`config.mk`:
```
export PLATFORM = sky130hd
export DESIGN_NAME = brf_core
export DESIGN_NICKNAME = d
export VERILOG_FILES = /design/src/shared/brf_pkg.sv /design/src/hdl/brf_core.sv /design/src/hdl/brf_blank.sv
export SDC_FILE = /design/constraint.sdc
export NUM_CORES = 1
export LEC_CHECK = 0
export ABC_AREA = 1
export ABC_CLOCK_PERIOD_IN_PS = 3400
export BUFFER_PORTS_ARGS = -buffer_cell sky130_fd_sc_hd__buf_2
export CAP_MARGIN = 20
export CORE_UTILIZATION = 57
export DETAILED_ROUTE_END_ITERATION = 7
export PLACE_DENSITY_LB_ADDON = 0.05
export REMOVE_ABC_BUFFERS = 1
export SLEW_MARGIN = 20
export SYNTH_ARGS = -nofsm -noshare
export SYNTH_HDL_FRONTEND = slang
export SYNTH_SLANG_ARGS = --single-unit
```
`constraint.sdc`:
```
create_clock -name CORE_CLK -period 3.4 [get_ports CORE_CLK]
set_clock_uncertainty 0.1 [all_clocks]
set_input_delay 0.34 -clock CORE_CLK [delete_from_list [all_inputs] [get_ports CORE_CLK]]
set_output_delay 0.34 -clock CORE_CLK [all_outputs]
set_load 0.05 [all_outputs]
```
`src/shared/brf_pkg.sv`:
```
`default_nettype none
package brf_pkg;

    // ************************************************************
    // Register offsets
    // ************************************************************
    localparam logic [7:0] ADDR_AUX_FLAGS  = 8'hA2;
    localparam logic [7:0] ADDR_BOD_CTRL   = 8'hA3;
    localparam logic [7:0] ADDR_IRQ_ENABLE = 8'hA8;
    localparam logic [7:0] ADDR_EVT_STATUS = 8'hF0;
    localparam logic [7:0] ADDR_EVT_MASK   = 8'hF1;

    // ************************************************************
    // Field positions
    // ************************************************************
    localparam int AUX_SW_BIT     = 7;
    localparam int AUX_PIN_BIT    = 6;
    localparam int AUX_HF_BIT     = 5;
    localparam int CTRL_EN_BIT    = 7;
    localparam int CTRL_LVL_LSB   = 4;
    localparam int CTRL_EVT_BIT   = 3;
    localparam int CTRL_RSTEN_BIT = 2;
    localparam int CTRL_RFLAG_BIT = 1;
    localparam int CTRL_STATE_BIT = 0;
    localparam int CFG_EN_BIT     = 7;
    localparam int CFG_LVL_LSB    = 4;
    localparam int CFG_RSTEN_BIT  = 2;
    localparam int IE_GLOBAL_BIT  = 7;
    localparam int IE_BOD_BIT     = 5;
    localparam int EVT_BOD_BIT    = 0;
    localparam int EVT_BODRST_BIT = 1;
    localparam int EVT_HF_BIT     = 2;
    localparam int EVT_PIN_BIT    = 3;
    localparam int EVT_SW_BIT     = 4;
    localparam int EVT_W          = 5;

    // ************************************************************
    // Reset values
    // ************************************************************
    localparam logic             RST_FLAG     = 1'b0;
    localparam logic             RST_LOAD_PND = 1'b1;
    localparam logic [EVT_W-1:0] RST_EVT      = 5'h00;

    // ************************************************************
    // Timing
    // ************************************************************
    localparam int CORE_CLK_HZ     = 10000000;
    localparam int SLOW_OSC_HZ     = 10000;
    localparam int SLOW_OSC_DIV    = CORE_CLK_HZ / SLOW_OSC_HZ;
    localparam int BOD_BLANK_TICKS = 3;

    // ************************************************************
    // Types
    // ************************************************************
    typedef enum logic [1:0] {
        BRF_LVL_4V4 = 2'b00,
        BRF_LVL_3V7 = 2'b01,
        BRF_LVL_2V7 = 2'b10,
        BRF_LVL_2V2 = 2'b11
    } brf_level_e;

    typedef enum logic [1:0] {
        BRF_BLK_OFF  = 2'b00,
        BRF_BLK_WAIT = 2'b01,
        BRF_BLK_ON   = 2'b11
    } brf_blank_e;

endpackage
`default_nettype wire

```
`src/hdl/brf_core.sv`:
```
// Chosen here: the address-and-strobe port.
`timescale 1ns/1ps
`default_nettype none
module brf_core #(
    parameter int SLOW_DIV = brf_pkg::SLOW_OSC_DIV
) (
    input  wire logic                CORE_CLK,
    input  wire logic                RESETN,
    input  wire logic [7:0]          REG_ADDR,
    input  wire logic [7:0]          REG_WDATA,
    input  wire logic                REG_WR,
    input  wire logic                REG_RD,
    output logic      [7:0]          REG_RDATA,
    input  wire logic                TIMED_UNLOCK,
    input  wire logic [7:0]          CONFIG_BYTE_TWO,
    input  wire logic                BOD_BELOW,
    input  wire logic                SW_RESET_EVT,
    input  wire logic                PIN_RESET_EVT,
    input  wire logic                PC_OVER_FLASH,
    input  wire logic                DEBUG_MODE,
    input  wire logic                DEBUG_ENABLE_SETTING,
    output logic                     BOD_ENABLE,
    output brf_pkg::brf_level_e      BOD_LEVEL_SEL,
    output logic                     RESET_REQ,
    output logic                     BOD_INT_REQ,
    output logic                     IRQ
);
    import brf_pkg::*;

    // ************************************************************
    // Declarations
    // ************************************************************
    logic             load_pend_ff;
    logic             bod_en_ff;
    brf_level_e       bod_lvl_ff;
    logic             bod_rsten_ff;
    logic             bod_evt_ff;
    logic             bod_rflag_ff;
    logic             bod_state_ff;
    logic             sw_flag_ff;
    logic             pinrf_ff;
    logic             hf_flag_ff;
    logic             ie_global_ff;
    logic             ie_bod_ff;
    logic [EVT_W-1:0] evt_status_ff;
    logic [EVT_W-1:0] evt_mask_ff;
    logic [EVT_W-1:0] evt_set;
    logic [EVT_W-1:0] evt_clr;
    logic             prev_below_ff;
    logic             live_prev_ff;
    logic             reset_req_ff;
    logic             bod_int_ff;
    logic             irq_ff;
    logic [7:0]       rdata_ff;
    logic [7:0]       nxt_rdata;
    logic             bod_valid;
    logic             cmp_live;
    logic             bod_event;
    logic             bod_drop;
    logic             bod_rst;
    logic             hf_suppress;
    logic             hf_rst;
    logic             reload;
    logic             wr_aux;
    logic             wr_ctrl;
    logic             wr_ie;
    logic             wr_evt;
    logic             wr_mask;

    function automatic logic addr_hit(input logic [7:0] addr, input logic [7:0] target);
        addr_hit = (addr == target);
    endfunction

    // ************************************************************
    // Detector blanking
    // ************************************************************
    brf_blank #(
        .DIV   (SLOW_DIV),
        .TICKS (BOD_BLANK_TICKS)
    ) u_blank (
        .clk   (CORE_CLK),
        .rst_n (RESETN),
        .en    (bod_en_ff),
        .valid (bod_valid)
    );

    // ************************************************************
    // Reset sources
    // ************************************************************
    assign reload      = load_pend_ff | SW_RESET_EVT | PIN_RESET_EVT | reset_req_ff;
    assign cmp_live    = bod_en_ff & bod_valid;
    assign bod_event   = cmp_live & live_prev_ff & (BOD_BELOW ^ prev_below_ff);
    assign bod_drop    = bod_event & BOD_BELOW;
    assign bod_rst     = bod_drop & bod_rsten_ff;
    assign hf_suppress = DEBUG_MODE & ~DEBUG_ENABLE_SETTING;
    assign hf_rst      = PC_OVER_FLASH & ~hf_suppress;

    // ************************************************************
    // Write decode
    // ************************************************************
    assign wr_aux  = REG_WR & addr_hit(REG_ADDR, ADDR_AUX_FLAGS);
    assign wr_ctrl = REG_WR & addr_hit(REG_ADDR, ADDR_BOD_CTRL) & TIMED_UNLOCK;
    assign wr_ie   = REG_WR & addr_hit(REG_ADDR, ADDR_IRQ_ENABLE);
    assign wr_evt  = REG_WR & addr_hit(REG_ADDR, ADDR_EVT_STATUS);
    assign wr_mask = REG_WR & addr_hit(REG_ADDR, ADDR_EVT_MASK);

    always_ff @(posedge CORE_CLK or negedge RESETN) begin
        if (!RESETN) begin
            load_pend_ff <= RST_LOAD_PND;
        end else begin
            load_pend_ff <= 1'b0;
        end
    end

    // ************************************************************
    // Comparator tracking
    // ************************************************************
    always_ff @(posedge CORE_CLK or negedge RESETN) begin
        if (!RESETN) begin
            prev_below_ff <= 1'b0;
            live_prev_ff  <= 1'b0;
            bod_state_ff  <= 1'b0;
        end else begin
            prev_below_ff <= BOD_BELOW;
            live_prev_ff  <= cmp_live;
            bod_state_ff  <= cmp_live & BOD_BELOW;
        end
    end

    // ************************************************************
    // Brown-out control fields
    // ************************************************************
    always_ff @(posedge CORE_CLK or negedge RESETN) begin
        if (!RESETN) begin
            bod_en_ff    <= RST_FLAG;
            bod_lvl_ff   <= BRF_LVL_4V4;
            bod_rsten_ff <= RST_FLAG;
        end else if (reload) begin
            bod_en_ff    <= CONFIG_BYTE_TWO[CFG_EN_BIT];
            bod_lvl_ff   <= brf_level_e'(CONFIG_BYTE_TWO[CFG_LVL_LSB +: 2]);
            bod_rsten_ff <= CONFIG_BYTE_TWO[CFG_RSTEN_BIT];
        end else if (wr_ctrl) begin
            bod_en_ff    <= REG_WDATA[CTRL_EN_BIT];
            bod_lvl_ff   <= brf_level_e'(REG_WDATA[CTRL_LVL_LSB +: 2]);
            bod_rsten_ff <= REG_WDATA[CTRL_RSTEN_BIT];
        end
    end

    // ************************************************************
    // Brown-out flags
    // ************************************************************
    always_ff @(posedge CORE_CLK or negedge RESETN) begin
        if (!RESETN) begin
            bod_evt_ff <= RST_FLAG;
        end else if (reload) begin
            bod_evt_ff <= CONFIG_BYTE_TWO[CFG_EN_BIT] & BOD_BELOW;
        end else if (bod_event) begin
            bod_evt_ff <= 1'b1;
        end else if (wr_ctrl) begin
            bod_evt_ff <= REG_WDATA[CTRL_EVT_BIT];
        end
    end

    always_ff @(posedge CORE_CLK or negedge RESETN) begin
        if (!RESETN) begin
            bod_rflag_ff <= RST_FLAG;
        end else if (bod_rst) begin
            bod_rflag_ff <= 1'b1;
        end else if (wr_ctrl) begin
            bod_rflag_ff <= REG_WDATA[CTRL_RFLAG_BIT];
        end
    end

    // ************************************************************
    // Reset cause flags
    // ************************************************************
    always_ff @(posedge CORE_CLK or negedge RESETN) begin
        if (!RESETN) begin
            sw_flag_ff <= RST_FLAG;
            pinrf_ff   <= RST_FLAG;
            hf_flag_ff <= RST_FLAG;
        end else begin
            if (SW_RESET_EVT) begin
                sw_flag_ff <= 1'b1;
            end else if (wr_aux) begin
                sw_flag_ff <= REG_WDATA[AUX_SW_BIT];
            end
            if (PIN_RESET_EVT) begin
                pinrf_ff <= 1'b1;
            end else if (wr_aux) begin
                pinrf_ff <= REG_WDATA[AUX_PIN_BIT];
            end
            if (PC_OVER_FLASH) begin
                hf_flag_ff <= 1'b1;
            end else if (wr_aux) begin
                hf_flag_ff <= REG_WDATA[AUX_HF_BIT];
            end
        end
    end

    always_ff @(posedge CORE_CLK or negedge RESETN) begin
        if (!RESETN) begin
            reset_req_ff <= 1'b0;
        end else begin
            reset_req_ff <= bod_rst | hf_rst;
        end
    end

    // ************************************************************
    // Interrupt enables and request
    // ************************************************************
    always_ff @(posedge CORE_CLK or negedge RESETN) begin
        if (!RESETN) begin
            ie_global_ff <= RST_FLAG;
            ie_bod_ff    <= RST_FLAG;
        end else if (wr_ie) begin
            ie_global_ff <= REG_WDATA[IE_GLOBAL_BIT];
            ie_bod_ff    <= REG_WDATA[IE_BOD_BIT];
        end
    end

    always_ff @(posedge CORE_CLK or negedge RESETN) begin
        if (!RESETN) begin
            bod_int_ff <= 1'b0;
        end else begin
            bod_int_ff <= bod_evt_ff & ie_bod_ff & ie_global_ff;
        end
    end

    // ************************************************************
    // Event status and mask
    // ************************************************************
    always_comb begin
        evt_set                = RST_EVT;
        evt_set[EVT_BOD_BIT]   = bod_event;
        evt_set[EVT_BODRST_BIT] = bod_rst;
        evt_set[EVT_HF_BIT]    = PC_OVER_FLASH;
        evt_set[EVT_PIN_BIT]   = PIN_RESET_EVT;
        evt_set[EVT_SW_BIT]    = SW_RESET_EVT;
        evt_clr                = wr_evt ? REG_WDATA[EVT_W-1:0] : RST_EVT;
    end

    always_ff @(posedge CORE_CLK or negedge RESETN) begin
        if (!RESETN) begin
            evt_status_ff <= RST_EVT;
            evt_mask_ff   <= RST_EVT;
            irq_ff        <= 1'b0;
        end else begin
            evt_status_ff <= (evt_status_ff & ~evt_clr) | evt_set;
            if (wr_mask) begin
                evt_mask_ff <= REG_WDATA[EVT_W-1:0];
            end
            irq_ff <= |(evt_status_ff & evt_mask_ff);
        end
    end

    // ************************************************************
    // Read path
    // ************************************************************
    always_comb begin
        nxt_rdata = 8'h00;
        if (REG_RD) begin
            if (addr_hit(REG_ADDR, ADDR_AUX_FLAGS)) begin
                nxt_rdata[AUX_SW_BIT]  = sw_flag_ff;
                nxt_rdata[AUX_PIN_BIT] = pinrf_ff;
                nxt_rdata[AUX_HF_BIT]  = hf_flag_ff;
            end else if (addr_hit(REG_ADDR, ADDR_BOD_CTRL)) begin
                nxt_rdata[CTRL_EN_BIT]            = bod_en_ff;
                nxt_rdata[CTRL_LVL_LSB +: 2]      = bod_lvl_ff;
                nxt_rdata[CTRL_EVT_BIT]           = bod_evt_ff;
                nxt_rdata[CTRL_RSTEN_BIT]         = bod_rsten_ff;
                nxt_rdata[CTRL_RFLAG_BIT]         = bod_rflag_ff;
                nxt_rdata[CTRL_STATE_BIT]         = bod_state_ff;
            end else if (addr_hit(REG_ADDR, ADDR_IRQ_ENABLE)) begin
                nxt_rdata[IE_GLOBAL_BIT] = ie_global_ff;
                nxt_rdata[IE_BOD_BIT]    = ie_bod_ff;
            end else if (addr_hit(REG_ADDR, ADDR_EVT_STATUS)) begin
                nxt_rdata[EVT_W-1:0] = evt_status_ff;
            end else if (addr_hit(REG_ADDR, ADDR_EVT_MASK)) begin
                nxt_rdata[EVT_W-1:0] = evt_mask_ff;
            end
        end
    end

    always_ff @(posedge CORE_CLK or negedge RESETN) begin
        if (!RESETN) begin
            rdata_ff <= 8'h00;
        end else begin
            rdata_ff <= nxt_rdata;
        end
    end

    assign REG_RDATA     = rdata_ff;
    assign BOD_ENABLE    = bod_en_ff;
    assign BOD_LEVEL_SEL = bod_lvl_ff;
    assign RESET_REQ     = reset_req_ff;
    assign BOD_INT_REQ   = bod_int_ff;
    assign IRQ           = irq_ff;

    // ************************************************************
    // Checks
    // ************************************************************
    AST_SW_FLAG: assert property (@(posedge CORE_CLK) disable iff (!RESETN)
        SW_RESET_EVT |=> sw_flag_ff)
        else $error("software reset flag not set");

    AST_PIN_FLAG: assert property (@(posedge CORE_CLK) disable iff (!RESETN)
        PIN_RESET_EVT |=> pinrf_ff)
        else $error("pin reset flag not set");

    AST_HF_RESET: assert property (@(posedge CORE_CLK) disable iff (!RESETN)
        (PC_OVER_FLASH && !hf_suppress) |=> (RESET_REQ && hf_flag_ff))
        else $error("hard fault did not reset");

    AST_HF_DEBUG: assert property (@(posedge CORE_CLK) disable iff (!RESETN)
        (PC_OVER_FLASH && hf_suppress && !bod_rst) |=> (!RESET_REQ && hf_flag_ff))
        else $error("hard fault reset not suppressed in debug");

    AST_STATE_OFF: assert property (@(posedge CORE_CLK) disable iff (!RESETN)
        !bod_en_ff |=> !bod_state_ff)
        else $error("status high with detector off");

    AST_EVT_FLAG: assert property (@(posedge CORE_CLK) disable iff (!RESETN)
        (bod_event && !reload) |=> (bod_evt_ff && evt_status_ff[EVT_BOD_BIT]))
        else $error("crossing did not set event flag");

    AST_INT_REQ: assert property (@(posedge CORE_CLK) disable iff (!RESETN)
        BOD_INT_REQ == ($past(bod_evt_ff) && $past(ie_bod_ff) && $past(ie_global_ff)))
        else $error("brown-out request mismatch");

    AST_BOD_RESET: assert property (@(posedge CORE_CLK) disable iff (!RESETN)
        bod_drop |=> (RESET_REQ == $past(bod_rsten_ff) || $past(hf_rst)))
        else $error("brown-out reset does not follow enable");

    AST_RST_FLAG: assert property (@(posedge CORE_CLK) disable iff (!RESETN)
        bod_rst |=> (bod_rflag_ff && reload))
        else $error("brown-out reset flag or reload missing");

    AST_RELOAD: assert property (@(posedge CORE_CLK) disable iff (!RESETN)
        reload |=> (bod_en_ff == $past(CONFIG_BYTE_TWO[CFG_EN_BIT])
                    && bod_rsten_ff == $past(CONFIG_BYTE_TWO[CFG_RSTEN_BIT])))
        else $error("fields not reloaded from config byte");

    AST_UNLOCK_GATE: assert property (@(posedge CORE_CLK) disable iff (!RESETN)
        (REG_WR && addr_hit(REG_ADDR, ADDR_BOD_CTRL) && !TIMED_UNLOCK && !reload)
        |=> ($stable(bod_en_ff) && $stable(bod_rsten_ff) && $stable(bod_lvl_ff)))
        else $error("locked control register changed");

    AST_KEEP_FLAG: assert property (@(posedge CORE_CLK) disable iff (!RESETN)
        (sw_flag_ff && !wr_aux) |=> sw_flag_ff)
        else $error("software reset flag lost");

endmodule
`default_nettype wire

```
`src/hdl/brf_blank.sv`:
```
`timescale 1ns/1ps
`default_nettype none
module brf_blank #(
    parameter int DIV   = brf_pkg::SLOW_OSC_DIV,
    parameter int TICKS = brf_pkg::BOD_BLANK_TICKS
) (
    input  wire logic clk,
    input  wire logic rst_n,
    input  wire logic en,
    output logic      valid
);
    import brf_pkg::*;

    brf_blank_e  state_ff;
    logic [15:0] div_cnt_ff;
    logic [15:0] nxt_div_cnt;
    logic [2:0]  tick_cnt_ff;
    logic        tick;

    // ************************************************************
    // Slow oscillator tick
    // ************************************************************
    always_comb begin
        nxt_div_cnt = div_cnt_ff;
        tick        = 1'b0;
        if (!en) begin
            nxt_div_cnt = 16'h0000;
        end else if (div_cnt_ff == 16'(DIV - 1)) begin
            nxt_div_cnt = 16'h0000;
            tick        = 1'b1;
        end else begin
            nxt_div_cnt = div_cnt_ff + 16'h0001;
        end
    end

    always_ff @(posedge clk or negedge rst_n) begin
        if (!rst_n) begin
            div_cnt_ff <= 16'h0000;
        end else begin
            div_cnt_ff <= nxt_div_cnt;
        end
    end

    // ************************************************************
    // Blanking state
    // ************************************************************
    always_ff @(posedge clk or negedge rst_n) begin
        if (!rst_n) begin
            state_ff    <= BRF_BLK_OFF;
            tick_cnt_ff <= 3'h0;
        end else if (!en) begin
            state_ff    <= BRF_BLK_OFF;
            tick_cnt_ff <= 3'h0;
        end else begin
            unique case (state_ff)
                BRF_BLK_OFF: begin
                    state_ff    <= BRF_BLK_WAIT;
                    tick_cnt_ff <= 3'h0;
                end
                BRF_BLK_WAIT: begin
                    if (tick) begin
                        tick_cnt_ff <= tick_cnt_ff + 3'h1;
                        if (tick_cnt_ff == 3'(TICKS - 1)) begin
                            state_ff <= BRF_BLK_ON;
                        end
                    end
                end
                BRF_BLK_ON: begin
                    state_ff <= BRF_BLK_ON;
                end
                default: begin
                    state_ff <= BRF_BLK_OFF;
                end
            endcase
        end
    end

    assign valid = (state_ff == BRF_BLK_ON);

    AST_BLANK_HOLD: assert property (@(posedge clk) disable iff (!rst_n)
        $rose(en) |=> !valid [*2])
        else $error("detector valid too soon after enable");

    AST_BLANK_OFF: assert property (@(posedge clk) disable iff (!rst_n)
        !en |=> !valid)
        else $error("detector valid while disabled");

endmodule
`default_nettype wire

```
# [Yosys cells after proc, flatten, opt, wreduce, memory -nomap -nowiden]
# Cells that the tools add are included.
[totals] register_bits=57 inputBits=35 output_inout_bits=14 elab_cells=116
[op_classes] n_addsub=2 eq_ne=12 mux=41 bitwise=28 n_reduce_logical=10
[ops] op="$eq 8x8->1 const B" count=5
[ops] op="$mux 16" count=2
[ops] op="$mux 5" count=5
[ops] op="$mux 1" count=23
[ops] op="$and 1x1->1" count=17
[ops] op="$add 16x1->16 const B" count=1
[ops] op="$eq 16x10->1 const B" count=1
[ops] op="$and 5x5->5" count=2
[ops] op="$mux 2" count=5
[ops] op="$reduce_bool 2->1" count=5
[ops] op="$mux 8" count=1
[ops] op="$mux 3" count=2
[ops] op="$mux 6" count=1
[ops] op="$ne 3x2->1 const B" count=2
[ops] op="$pmux 2 s3" count=1
[ops] op="$pmux 3 s2" count=1
[ops] op="$not 5->5" count=1
[ops] op="$or 5x5->5" count=1
[ops] op="$reduce_or 5->1" count=1
[ops] op="$or 1x1->1" count=4
[ops] op="$reduce_and 2->1" count=2
[ops] op="$add 3x1->3 const B" count=1
[ops] op="$eq 3x2->1 const B" count=1
[ops] op="$ne 3x1->1 const B" count=1
[ops] op="other kinds (6)" count=7

# [Logic depth before layout (Yosys ltp)]
[depth] depth_word=7 mapped_depth=9 ltp_nobuf=9

# [Cells and area by module]
# Synthesis repeated with hierarchy kept, for this count alone.
[hier_totals] cells_unflattened=377 area_unflattened_um2=3025.4
[by_module_without_submodules] module="brf_core" instances=1 cells_per_inst=221 area_per_inst_um2=1804.2 seq_area_each_um2=902.1
[by_module_without_submodules] module="brf_blank" instances=1 cells_per_inst=156 area_per_inst_um2=1221.2 seq_area_each_um2=525.5

# [Worst setup path after synthesis]
# No wires, ideal clock.
[synth_timing] path_kind="reg-to-reg" startpoint="register reset_req_ff (netlist: RESET_REQ)" endpoint="register bod_en_ff (netlist: BOD_ENABLE)" arrival_time_ns=1.268 required_ns=3.163 slack_ns=1.895 stages_incl_launch_ff=8 synth_period_minus_slack_ns=1.505 cell_sequence="dfrtp_1 > nor2_1 > nand2_2 > clkinv_1 > nand2_1 > nand2_1 > nand2_1 > o21ai_0"
[synth_via] elab_chain_cells=2 elab_cells_between_ends=3 classes_between="mux: 1; bitwise: 1; reduce/logical: 1"
[synth_rtl] item="start: declaration" line="brf_core.sv:51" rtl="logic reset_req_ff;"
[synth_rtl] item="start signal: assignment" line="brf_core.sv:205" rtl="reset_req_ff <= bod_rst | hf_rst;"
[synth_rtl] item="$or 1x1->1 *" line="brf_core.sv:90" rtl="assign reload = load_pend_ff | SW_RESET_EVT | PIN_RESET_EVT | reset_req_ff;"
[synth_rtl] item="$mux 1 or $reduce_bool 2->1 (tied branches)"
[synth_rtl] item="end signal: assignment" line="brf_core.sv:139" rtl="bod_en_ff <= CONFIG_BYTE_TWO[CFG_EN_BIT];"
[synth_rtl] item="end signal: assignment" line="brf_core.sv:143" rtl="bod_en_ff <= REG_WDATA[CTRL_EN_BIT];"
[synth_rtl] item="end: declaration" line="brf_core.sv:34" rtl="logic bod_en_ff;"
# Mark *: on every way between the ends. The rest lies on a longest branch, timed or not.
# A chain may end at the register's enable or synchronous reset.

# [Final worst setup path]
[layout_timing] startpoint="register bod_en_ff (netlist: BOD_ENABLE)" endpoint="output port BOD_ENABLE"
[layout_lines] item="end: declaration" line="brf_core.sv:22" rtl="output logic BOD_ENABLE,"
# No word-level cell between the ends.

==> results.cfg <==
[logic_synthesis]
synth_warnings = 0
synth_largest_area_cell = dfrtp_1
synth_most_common_cell = nand2_1
synth-async-reset-ratio = 1.00
synth_area_per_cell_um2 = 8.11
synth_area_leaders = dfrtp_1 (49%), nand2_1 (12%), nand3_1 (6.1%)
mappedNetlistArea_um2 = 2880
ys_ff_latch = 57
synth_edf_count = 0
synth_cell_types = 33
ys_top_cells_by_count = nand2_1 (95), dfrtp_1 (56), nor2_1 (45)
synth_flop_cell = dfrtp_1
yosysTopAreaCellShare = 0.487
synth.yosys.seq_area_share = 0.496
synthCells = 355

[flow_run]
cap_violations = 0

[routing]
drc = 0
vias_per_cell = 5.14
wirelength_um = 6190
top_layer_used = met4
wl_per_cell_um = 12.9
vias = 2472
firstDrtPassIters = 4
met1_length_um = 3080
wl_met2_um = 2750
drtIter0Drc = 155
final_antenna_net_count = 0
routed-wl-met3_um = 293

[sta]
period_minus_slack_ns = 1.57
setup_tns_ns = 0
fin_crit_sh = 0.463
max_slew_margin = 0.651
worst_pin_slew_ns = 0.523
setup_viol = 0
rsz0062_at_grt = false
max_clock_freq_mhz = 635
hold_viol_final = 0
slew_violations = 0

[worst_setup_path]
critPathArrivalTime_ns = 1.13
cp_slowest_cell = dfrtp_1
rrSetupSlack_ns = 1.84
end_kind = primary output
crit_cells = 1
cpPeakStageDelay_ns = 0.49
worst-setup-path-type = flip-flop to primary output
cp-start-kind = flip-flop
required_ns = 2.96
r2r_cells = 7
crit_family = flip-flops
r2r_end = u_blank.div_cnt_ff[14]$_DFF_PN0_
regToRegStartpoint = u_blank.div_cnt_ff[0]$_DFF_PN0_
crit_chain = buf_2
critPathBufInv = 1
cp_max_fo = 6

[worst_hold_path]
hold_depth = 1
hold_class = input port to flip-flop
min_from = BOD_BELOW
hold_path_end = prev_below_ff$_DFF_PN0_

[cts]
htreeDepth = 3
cts_hold_buf = 1
cts_setup_buffers = 0
clock_latency_ns = 0.33
cts_tree = yes
clk_pin_slew_ns = 0.06
cts_buffers = 9
cts.sinks = 57
post_cts_resize_count = 0
clockBufferDepth = 2
root_buffer = clkbuf_8

[final_layout]
syn_to_final_growth_pct = 16.9
utilization = 0.703
fin_nets = 447
drive_above_1_share = 0.196
fin_area_um2 = 3360
fill_cells = 401
antenna_cells = 0

[floorplan]
start_util = 0.601
placementRows = 25
dieArea_um2 = 5340
ioPinCount = 49
die_y_um = 73.1
core_um2 = 4790
fp.dieW_um = 73.1

[global_routing]
grt_max_degree = 38
antenna_found_initial = 0
grt_pass1_wl_um = 10400
grt_use_total = 0.263
grt.overflow.total = 0
first_global_vias = 2283

[pwr]
internal_power_mw = 1.07
powerDensity_nw_per_um2 = 428
pwr-share-clk = 0.392
p_switching_mw = 0.365
pwr-share-comb = 0.103
vdd_drop_max_uv = 305
total_power_mw = 1.44
p_leak_nw = 1.71
swShare = 0.253
seqPwrFrac = 0.505

[placement]
gp_congestion = 0.911
portBuffers = 44
placed_cell_area_um2 = 3170
dp_hpwl_um = 4680

[run_status]
status = finished, final reports clean
## cell families (layout without fill, tap and decap cells)
family / after synthesis / in the layout / share of synthesized area
compound gates: 32 / 32 / 0.0639
xor+xnor: 6 / 6 / 0.0183
fa+ha+maj: 3 / 3 / 0.0130
buf+inv: 42 / 101 / 0.0565
flops: 57 / 57 / 0.496
other cells: 1 / 1 / 0.00130
simple gates: 214 / 214 / 0.351
## flip-flops by register name, summed over array words and instances (netlist names)
name	cells
u_blank.div_cnt_ff	16
REG_RDATA	8
evt_mask_ff	5
evt_status_ff	5
u_blank.tick_cnt_ff	3
BOD_LEVEL_SEL	2
u_blank.state_ff	2
BOD_ENABLE	1
BOD_INT_REQ	1
IRQ	1
RESET_REQ	1
bod_evt_ff	1
bod_rflag_ff	1
bod_rsten_ff	1
bod_state_ff	1
hf_flag_ff	1
ie_bod_ff	1
ie_global_ff	1
live_prev_ff	1
load_pend_ff	1
pinrf_ff	1
prev_below_ff	1
sw_flag_ff	1
## per-layer routing
layer,vias to the layer above,global-route usage
met2,70,0.382
met3,6,0.0635
met1,1148,0.385
li1,1248,-
met5,-,0
met4,0,0.0915
## power groups by stage
stage	logic (mW)	registers, mW	clock network (mW)
floorplan	0.0636	0.757	0
global placement	0.145	0.737	0
detailed placement	0.149	0.738	0
CTS	0.150	0.726	0.577
global route	0.167	0.729	0.609
finish	0.148	0.727	0.564
## cell type report
class	instances	area [um^2]	share of cell area
sequential	57	1430	0.424
multi-input combinational	256	1290	0.383
timing repair buffer	46	238	0.0707
clock buffer	16	180	0.0536
inverter	39	146	0.0435
tap	67	83.8	0.0249
## layout by cell type (no fill, tap or decap), drive strengths merged, types with 3 or more instances in the layout
cell type / netlist / routed
o21ai: 14 / 14
inv: 38 / 38
ha: 3 / 3
nand4: 6 / 6
nor3b: 7 / 7
buf: 2 / 45
clkbuf: 1 / 16
nor3: 6 / 6
xor2: 6 / 6
o31ai: 5 / 5
a21oi: 9 / 9
dfrtp: 56 / 56
nor2: 53 / 53
nand2: 102 / 102
nand3: 37 / 37
## stage by stage
step	setup slack, ns	cells	hold slack (ns)
after floorplan	1.85	352	-0.0556
final	1.83	481	0.0873
after global routing	1.66	481	0.0837
after detailed placement	1.70	464	0.224
after CTS	1.82	481	0.0775
after global placement	1.74	464	0.214
## worst max path at each step
stage          slack (ns)                            endpoint                             from
2_1_floorplan        1.85  u_blank.tick_cnt_ff[2]$_DFFE_PN0P_           BOD_ENABLE$_DFFE_PN0P_
3_3_place_gp         1.74          evt_status_ff[1]$_DFF_PN0_                      REG_ADDR[7]
3_5_place_dp         1.70          evt_status_ff[1]$_DFF_PN0_                      REG_ADDR[7]
4_1_cts              1.82                          BOD_ENABLE           BOD_ENABLE$_DFFE_PN0P_
5_1_grt              1.66    u_blank.div_cnt_ff[14]$_DFF_PN0_  u_blank.div_cnt_ff[0]$_DFF_PN0_
6_report             1.83                          BOD_ENABLE           BOD_ENABLE$_DFFE_PN0P_
Power figures use the tool's default switching activity.
